--- src/sssrw_consts.svh ---
// Purpose: Constants for the SPI status response word block.
// Assumes: Included by bare name from every file that needs a constant.
// Notes: Flag indices 7..0 match the detailed status bit positions 7..0.
`ifndef SSSRW_CONSTS_SVH
`define SSSRW_CONSTS_SVH

// Frame geometry, counted in SPI bits.
`define SSSRW_WORD_BITS 5'h10
`define SSSRW_BYTE_BITS 5'h08
`define SSSRW_CNT_W 5

// Command-type code that marks a write; every other code is a read.
`define SSSRW_CMD_WRITE 2'h1

// Pending flag indices inside the flag vector.
`define SSSRW_NFLAGS 12
`define SSSRW_FLG_INT 11
`define SSSRW_FLG_WAKE 10
`define SSSRW_FLG_RST 9
`define SSSRW_FLG_SAFE 8
`define SSSRW_FLG_CAN_BUS 7
`define SSSRW_FLG_CAN_LOC 6
`define SSSRW_FLG_LIN_CHANNEL_TWO_SOURCE 5
`define SSSRW_FLG_LIN_CHANNEL_ONE_SOURCE 4
`define SSSRW_FLG_IO_HI 3
`define SSSRW_FLG_IO_LO 2
`define SSSRW_FLG_REG_HI 1
`define SSSRW_FLG_REG_LO 0

// Positions of the summary and group bits in the status word.
`define SSSRW_SW_INT 15
`define SSSRW_SW_WAKE 14
`define SSSRW_SW_RST 13
`define SSSRW_SW_CAN_G 12

// Reset values.
`define SSSRW_FLAGS_RST 12'h000
`define SSSRW_WORD_RST 16'h0000

`endif

--- src/sssrw_pkg.sv ---
// Purpose: Types shared by the status response word block.
// Assumes: Nothing beyond the constants header.
// Notes: State codes are one-hot.
`default_nettype none
package sssrw_pkg;
  typedef logic [15:0] sssrw_word_type;
  typedef logic [7:0] sssrw_byte_type;
  typedef logic [11:0] sssrw_flags_type;
  typedef enum logic [1:0] {
    SSSRW_ST_IDLE = 2'h1,
    SSSRW_ST_XFER = 2'h2
  } sssrw_state_type;
endpackage
`default_nettype wire

--- src/sssrw_flag_if.sv ---
// Purpose: Carries event flags between the core and its flag bank.
// Assumes: All signals live in the clk_sys domain.
// Notes: The bank drives pending; the core drives the rest.
`default_nettype none
interface sssrw_flag_if #(parameter int N = 12);
  logic [N-1:0] set;
  logic [N-1:0] clr;
  logic [N-1:0] level;
  logic [N-1:0] pending;
  modport bank (input set, input clr, input level, output pending);
  modport user (output set, output clr, output level, input pending);
endinterface
`default_nettype wire

--- src/sssrw_flag_bank.sv ---
// Purpose: Sticky event flags cleared by a flag read, plus real-time levels.
// Assumes: set, clr and level come from logic on clk_sys.
// Notes: A set in the same cycle as a clear wins, so no event is lost.
`include "sssrw_consts.svh"
`default_nettype none
module sssrw_flag_bank #(
  parameter int N = 12
) (
  input wire logic clk_sys,
  input wire logic rst_n,
  sssrw_flag_if.bank fl
);
  import sssrw_pkg::*;

  logic [N-1:0] sticky_r;
  logic [N-1:0] sticky_nxt;

  // Latched events fall only on a read; set has priority over clear.
  assign sticky_nxt = fl.set | (sticky_r & ~fl.clr);
  // Real-time levels bypass the latch, so a read can never clear them.
  assign fl.pending = sticky_r | fl.level;

  // Flag storage.
  always_ff @(posedge clk_sys or negedge rst_n) begin
    if (!rst_n) begin
      sticky_r <= '0;
    end else begin
      sticky_r <= sticky_nxt;
    end
  end
endmodule
`default_nettype wire

--- src/sssrw_core.sv ---
// Purpose: Builds and shifts out the status word returned for each SPI command.
// Assumes: SPI mode 0 frames of 16 bits; sclk, cs_n and mosi are asynchronous pins.
// Notes: sclk must stay well below clk_sys/4 since its edges are found by sampling.
//
// Behaviour
// - Write command returns fixed and extended status.
// - Read command returns fixed status byte only.
// - Bit 15 shows pending unread interrupt flags.
// - Bit 14 shows pending unread wake-up flags.
// - Bit 13 shows pending unread reset-cause flags.
// - CAN local source bit, reflected in group.
// - CAN bus source bit set from bus.
// - Second LIN channel source bit.
// - First LIN channel source bit.
// - I/O low sub-address source bit.
// - I/O high sub-address source bit.
// - Regulator high sub-address source bit.
// - Regulator low sub-address source bit.
// - Latched flags clear only on SPI read.
// - Real-time flags never cleared by reads.
`include "sssrw_consts.svh"
`default_nettype none
module sssrw_core (
  input wire logic clk_sys,
  input wire logic rst_n,
  input wire logic sclk,
  input wire logic cs_n,
  input wire logic mosi,
  input wire sssrw_pkg::sssrw_flags_type event_set,
  input wire sssrw_pkg::sssrw_flags_type flag_read_clear,
  input wire sssrw_pkg::sssrw_flags_type realtime_level,
  input wire sssrw_pkg::sssrw_byte_type reg_read_data,
  output logic miso,
  output logic miso_oe,
  output sssrw_pkg::sssrw_word_type cmd_word,
  output logic cmd_done,
  output logic cmd_is_write
);
  import sssrw_pkg::*;

  logic [2:0] sync1_r;
  logic [2:0] sync2_r;
  logic sclk_q_r;
  sssrw_state_type state_r;
  sssrw_state_type state_nxt;
  sssrw_word_type tx_r;
  sssrw_word_type tx_nxt;
  sssrw_word_type rx_r;
  sssrw_word_type rx_nxt;
  logic [`SSSRW_CNT_W-1:0] cnt_r;
  logic [`SSSRW_CNT_W-1:0] cnt_nxt;
  logic miso_oe_r;
  logic cmd_done_r;
  logic cmd_is_write_r;
  sssrw_word_type cmd_word_r;
  sssrw_byte_type ext_snap_r;

  sssrw_flag_if #(.N(`SSSRW_NFLAGS)) fl ();

  sssrw_flag_bank #(.N(`SSSRW_NFLAGS)) u_flags (
    .clk_sys(clk_sys),
    .rst_n(rst_n),
    .fl(fl)
  );

  // Flag bank feeds; the outer flag-read decoder supplies the clear strobes.
  assign fl.set = event_set;
  assign fl.clr = flag_read_clear;
  assign fl.level = realtime_level;

  // Two-stage synchronisers for the three SPI pins, then edge detection.
  always_ff @(posedge clk_sys or negedge rst_n) begin
    if (!rst_n) begin
      sync1_r <= 3'h2;
      sync2_r <= 3'h2;
      sclk_q_r <= 1'b0;
    end else begin
      sync1_r <= {sclk, cs_n, mosi};
      sync2_r <= sync1_r;
      sclk_q_r <= sync2_r[2];
    end
  end

  wire sclk_s = sync2_r[2];
  wire cs_act = ~sync2_r[1];
  wire mosi_s = sync2_r[0];
  wire sclk_rise = sclk_s & ~sclk_q_r;
  wire sclk_fall = ~sclk_s & sclk_q_r;

  // Group bits are the OR of their currently pending detailed sources.
  wire [`SSSRW_NFLAGS-1:0] p = fl.pending;
  wire can_g = p[`SSSRW_FLG_CAN_LOC] | p[`SSSRW_FLG_CAN_BUS];
  wire lin_g = p[`SSSRW_FLG_LIN_CHANNEL_TWO_SOURCE] | p[`SSSRW_FLG_LIN_CHANNEL_ONE_SOURCE];
  wire io_g = p[`SSSRW_FLG_IO_HI] | p[`SSSRW_FLG_IO_LO];
  wire safe_g = p[`SSSRW_FLG_SAFE];
  wire reg_g = p[`SSSRW_FLG_REG_HI] | p[`SSSRW_FLG_REG_LO];

  // Fixed byte: summary and group bits.
  wire [7:0] fixed_byte = {p[`SSSRW_FLG_INT],
                           p[`SSSRW_FLG_WAKE],
                           p[`SSSRW_FLG_RST],
                           can_g, lin_g, io_g, safe_g, reg_g};
  // Extended byte: one bit per detailed source.
  wire [7:0] ext_byte = {p[`SSSRW_FLG_CAN_BUS],
                         p[`SSSRW_FLG_CAN_LOC],
                         p[`SSSRW_FLG_LIN_CHANNEL_TWO_SOURCE],
                         p[`SSSRW_FLG_LIN_CHANNEL_ONE_SOURCE],
                         p[`SSSRW_FLG_IO_HI],
                         p[`SSSRW_FLG_IO_LO],
                         p[`SSSRW_FLG_REG_HI],
                         p[`SSSRW_FLG_REG_LO]};
  wire [15:0] status_word = {fixed_byte, ext_byte};

  // Frame sequencing decodes.
  wire in_xfer = (state_r == SSSRW_ST_XFER);
  wire frame_start = (state_r == SSSRW_ST_IDLE) & cs_act;
  wire frame_end = in_xfer & ~cs_act;
  wire cnt_full = (cnt_r == `SSSRW_WORD_BITS);
  wire bit_in = in_xfer & sclk_rise & ~cnt_full;
  wire bit_out = in_xfer & sclk_fall & (cnt_r != '0);
  // The command type is the first two bits, known well before the byte boundary.
  wire is_write = (rx_r[7:6] == `SSSRW_CMD_WRITE);
  wire byte_swap = bit_out & (cnt_r == `SSSRW_BYTE_BITS);
  wire read_swap = byte_swap & ~is_write;

  assign state_nxt = frame_start ? SSSRW_ST_XFER :
                     frame_end ? SSSRW_ST_IDLE : state_r;
  // The word is snapshotted at chip select so both bytes are coherent.
  // A write just keeps shifting into the extended byte; a read swaps it out.
  assign tx_nxt = frame_start ? status_word :
                  read_swap ? {reg_read_data, 8'h00} :
                  bit_out ? {tx_r[14:0], 1'b0} : tx_r;
  assign rx_nxt = frame_start ? `SSSRW_WORD_RST :
                  bit_in ? {rx_r[14:0], mosi_s} : rx_r;
  assign cnt_nxt = frame_start ? '0 :
                   bit_in ? cnt_r + `SSSRW_CNT_W'(1) : cnt_r;

  // Shift engine; words shorter than 16 bits are not reported, longer ones report their first 16 bits.
  always_ff @(posedge clk_sys or negedge rst_n) begin
    if (!rst_n) begin
      state_r <= SSSRW_ST_IDLE;
      tx_r <= `SSSRW_WORD_RST;
      rx_r <= `SSSRW_WORD_RST;
      cnt_r <= '0;
      miso_oe_r <= 1'b0;
    end else begin
      state_r <= state_nxt;
      tx_r <= tx_nxt;
      rx_r <= rx_nxt;
      cnt_r <= cnt_nxt;
      miso_oe_r <= (state_nxt == SSSRW_ST_XFER);
    end
  end

  // Received command hand-off, plus the extended byte kept for checking.
  always_ff @(posedge clk_sys or negedge rst_n) begin
    if (!rst_n) begin
      cmd_done_r <= 1'b0;
      cmd_is_write_r <= 1'b0;
      cmd_word_r <= `SSSRW_WORD_RST;
      ext_snap_r <= 8'h00;
    end else begin
      cmd_done_r <= frame_end & cnt_full;
      if (frame_end & cnt_full) begin
        cmd_word_r <= rx_r;
        cmd_is_write_r <= (rx_r[15:14] == `SSSRW_CMD_WRITE);
      end
      if (frame_start) begin
        ext_snap_r <= ext_byte;
      end
    end
  end

  assign miso = tx_r[15];
  assign miso_oe = miso_oe_r;
  assign cmd_word = cmd_word_r;
  assign cmd_done = cmd_done_r;
  assign cmd_is_write = cmd_is_write_r;
endmodule
`default_nettype wire

--- config.mk ---
export PLATFORM = sky130hd
export DESIGN_NAME = sssrw_core
export DESIGN_NICKNAME = d
export VERILOG_FILES = /design/src/sssrw_pkg.sv /design/src/sssrw_flag_if.sv /design/src/sssrw_flag_bank.sv /design/src/sssrw_core.sv
export VERILOG_INCLUDE_DIRS = /design/src /design/src/src
export SDC_FILE = /design/constraint.sdc
export NUM_CORES = 1
export LEC_CHECK = 0
export BUFFER_PORTS_ARGS = -buffer_cell sky130_fd_sc_hd__buf_2
export CAP_MARGIN = 30
export CELL_PAD_IN_SITES_DETAIL_PLACEMENT = 0
export CELL_PAD_IN_SITES_GLOBAL_PLACEMENT = 1
export CORE_ASPECT_RATIO = 0.75
export CORE_UTILIZATION = 43
export CTS_CLUSTER_SIZE = 12
export DETAILED_ROUTE_END_ITERATION = 7
export GPL_TIMING_DRIVEN = 0
export PLACE_DENSITY = 0.88
export SETUP_SLACK_MARGIN = 0.3
export SYNTH_ARGS = -nofsm -noshare
export SYNTH_HDL_FRONTEND = slang
export SYNTH_SLANG_ARGS = --single-unit
--- constraint.sdc ---
create_clock -name clk_sys -period 2.4 [get_ports clk_sys]
set_input_delay 0.36 -clock clk_sys [delete_from_list [all_inputs] [get_ports clk_sys]]
set_output_delay 0.36 -clock clk_sys [all_outputs]
set_load 0.05 [all_outputs]
==> results.json <==
{
  "result_of_the_run": "completed",
  "ys_dominant_reg_cell": "sky130_fd_sc_hd__dfrtp_1",
  "globalRouteTotalUtil": 0.170,
  "grt_util_met3": 0.0620,
  "fp.dieW_um": 102,
  "post_drt_wl_per_cell_um": 13.6,
  "switching_share": 0.226,
  "clk_root_buffer_cell": "sky130_fd_sc_hd__clkbuf_8",
  "power.leakage_nw": 2.11,
  "synth-seq-area-share": 0.596,
  "cts-buffers-inserted": 9,
  "hp-class": "in2reg",
  "ff2ff_setup_slack_ns": 0.53,
  "cellInternalPower_mw": 1.85,
  "post_synth_instance_area_mm2": 0.00324,
  "clock_pin_slew_reported_for_the_worst_setup_and_hold_paths_after_clock_tree_synthesis_ns": 0.08,
  "startpoint_type": "flip-flop",
  "top_post_synthesis_cells_by_count": "74 x sky130_fd_sc_hd__dfrtp_1, 23 x sky130_fd_sc_hd__nor2_1, 19 x sky130_fd_sc_hd__mux2i_1",
  "timing.critical_path.fanout_max": 10,
  "antenna_diode_instance_count": 0,
  "timing_hold_violations_final": 0,
  "slew_violations": 0,
  "grt_setup_unrepaired": "no",
  "hold_path_depth": 1,
  "num-nets-final": 396,
  "finalSetupTns_ns": 0,
  "cts_sinks": 77,
  "crit-reg2reg-capture": "cmd_word[11]",
  "antenna_found_initial": 0,
  "synth_edf_count": 0,
  "port-buffer-count": 68,
  "cts_buffer_depth": 2,
  "power.clock.fraction": 0.403,
  "floorplan.io_pins": 69,
  "timing.critical_path.to_type": "flip-flop",
  "postRouteWirelength_um": 6090,
  "synth_nets": 315,
  "drt_pre_antenna_iters": 4,
  "postSynth.asyncResetShare": 1.00,
  "syn-mean-instance-area_um2": 12.3,
  "worst_pin_slew_ns": 0.565,
  "cts_tree": "yes",
  "globalRouteMet1Util": 0.236,
  "grt-busiest-layer": "met2",
  "rows": 26,
  "ys_types": 44,
  "holdCritStartpoint": "cs_n",
  "timing.final.crit_share": 0.781,
  "synth.ff_latch_count": 77,
  "postSynthCellCount": 264,
  "drc": 0,
  "slew-limit-headroom": 0.622,
  "rr_worst_depth": 7,
  "r2r-start": "cnt_r[0]",
  "yosys.cell_count.top_type": "sky130_fd_sc_hd__dfrtp_1",
  "dr_total_vias": 2246,
  "required_ns": 2.63,
  "worst-setup-path-type": "reg2reg",
  "drive_above_1_share": 0.340,
  "worst_hold_path.endpoint": "sync1_r[1]",
  "power.share.sequential": 0.557,
  "report.final.setup_viol": 0,
  "synth.top_cell.area_share": 0.572,
  "post-layout-total-power_mw": 2.39,
  "globalplace.congestion": 0.752,
  "max-vdd-ir-drop_uv": 372,
  "finalCriticalPeriod_ns": 1.87,
  "p_comb_frac": 0.040,
  "detail_route.iter0.violations": 146,
  "grt_pass1_vias": 2154,
  "ctsHoldBuffers": 1,
  "coreArea_mm2": 0.00706,
  "max-cap-violations": 0,
  "post_drt_via_cell_ratio": 5.01,
  "cts.repair.resized": 0,
  "switching_power_mw": 0.541,
  "grt_max_degree": 72,
  "initial_utilization": 0.459,
  "met2_usage": 0.246,
  "place_area_mm2": 0.00373,
  "cts.repair_timing.setup_buffer_count": 0,
  "die_area_mm2": 0.00788,
  "die_h_um": 77.2,
  "ant_nets": 0,
  "critical_path_arrival_ns": 2.11,
  "stdcell_area_mm2": 0.00394,
  "yosys-top-cells-area": "sky130_fd_sc_hd__dfrtp_1 57%, sky130_fd_sc_hd__mux2i_1 5.9%, sky130_fd_sc_hd__mux2_2 5.6%, sky130_fd_sc_hd__a21o_1 2.8%, sky130_fd_sc_hd__nor2_1 2.7%",
  "clock-skew-final_ns": 0.00630,
  "grt_pass1_wl_um": 10100,
  "htree_levels": 3,
  "yosys_warnings": 0,
  "grt-ovfl-total": 0,
  "insertion_delay_ns": 0.35,
  "clock.fmax_mhz": 534,
  "detailedPlacementHpwl_um": 4360,
  "power_per_cell_area_mw_per_mm2": 607,
  "synth_top_cell_by_area": "sky130_fd_sc_hd__dfrtp_1",
  "area_delta_synth_final_pct": 21.7
}
[critical path, cell delays in order, from the launching register on]
cell and delay (ns):
sky130_fd_sc_hd__dfrtp_1 0.40, sky130_fd_sc_hd__inv_1 0.10, sky130_fd_sc_hd__ha_1 0.20, sky130_fd_sc_hd__nand4bb_1 0.12, sky130_fd_sc_hd__buf_4 0.21, sky130_fd_sc_hd__nor2_8 0.21, sky130_fd_sc_hd__buf_6 0.18, sky130_fd_sc_hd__mux2_2 0.34
[flip-flops by register name, indices dropped and copies added (netlist names)]
| register | count |
|---|---|
| cmd_is_write | 1 |
| rx_r | 16 |
| cnt_r | 5 |
| tx_r | 16 |
| sclk_q_r | 1 |
| sync2_r | 3 |
| u_flags.sticky_r | 12 |
| cmd_word | 16 |
| miso_oe | 1 |
| cmd_done | 1 |
| sync1_r | 3 |
| state_r | 2 |
[metal layers]
metal	wire length, um	share of wire
met1	2950	0.48
met4	83	0.014
met5	0	0
met2	2720	0.45
met3	339	0.056
[through the flow]
step,hold slack [ns],cells,setup WS [ns],util
floorplan,0.0644,264,0.728,-
global placement,0.338,430,0.435,0.524
detailed placement,0.192,431,0.541,0.529
CTS,0.0975,448,0.492,0.558
global route,0.0904,448,0.358,0.558
finish,0.113,448,0.526,0.558
[logic make-up after synthesis]
kind of cell | count (synthesis) | share of synthesized area
compound gates | 47 | 0.104
buf+inv | 26 | 0.0402
simple gates | 74 | 0.129
xor+xnor | 2 | 0.00541
mux | 35 | 0.114
fa+ha+maj | 3 | 0.0108
flops | 77 | 0.596
[how the worst max path moves through the flow]
stage,end,startpoint,cells past startpoint
after floorplan,cmd_word[10],cnt_r[0],7
after global placement,u_flags.sticky_r[10],rst_n,1
after detailed placement,tx_r[12],cnt_r[0],6
after CTS,cmd_word[11],cnt_r[0],7
after global routing,tx_r[12],cnt_r[0],6
final,cmd_word[11],cnt_r[0],7
[cells in the final DEF, fill, tap and decap left out, types with 4 or more instances in the layout]
cell                        n
sky130_fd_sc_hd__nand2_1    8
sky130_fd_sc_hd__o21ai_0    9
sky130_fd_sc_hd__dfrtp_1   74
sky130_fd_sc_hd__nand3_1   16
sky130_fd_sc_hd__mux2_2    16
sky130_fd_sc_hd__clkbuf_8   9
sky130_fd_sc_hd__inv_1     15
sky130_fd_sc_hd__a21o_1    12
sky130_fd_sc_hd__mux2i_1   19
sky130_fd_sc_hd__nor2_1    23
sky130_fd_sc_hd__buf_2     69
sky130_fd_sc_hd__o211ai_1   4
sky130_fd_sc_hd__a221oi_1   8
sky130_fd_sc_hd__nor3_1     6
sky130_fd_sc_hd__a21oi_1    7
[area by class of cell]
cell class / instances / area, um2
fill: 636 / 3120
sequential: 77 / 1930
multi-input combinational: 161 / 1180
timing repair buffer: 70 / 380
clock buffer: 9 / 124
tap: 98 / 123
clock inverter: 7 / 75.1
buffer: 11 / 73.8
inverter: 15 / 56.3
[power groups by stage]
stage / Sequential (mW) / Combinational [mW] / Clock (mW)
floorplan: 1.36 / 0.0232 / 0
global placement: 1.36 / 0.0893 / 0
detailed placement: 1.36 / 0.0977 / 0
CTS: 1.33 / 0.0993 / 0.999
global route: 1.34 / 0.110 / 1.05
finish: 1.33 / 0.0959 / 0.963
Note: power is estimated with default switching activity, not from simulation.
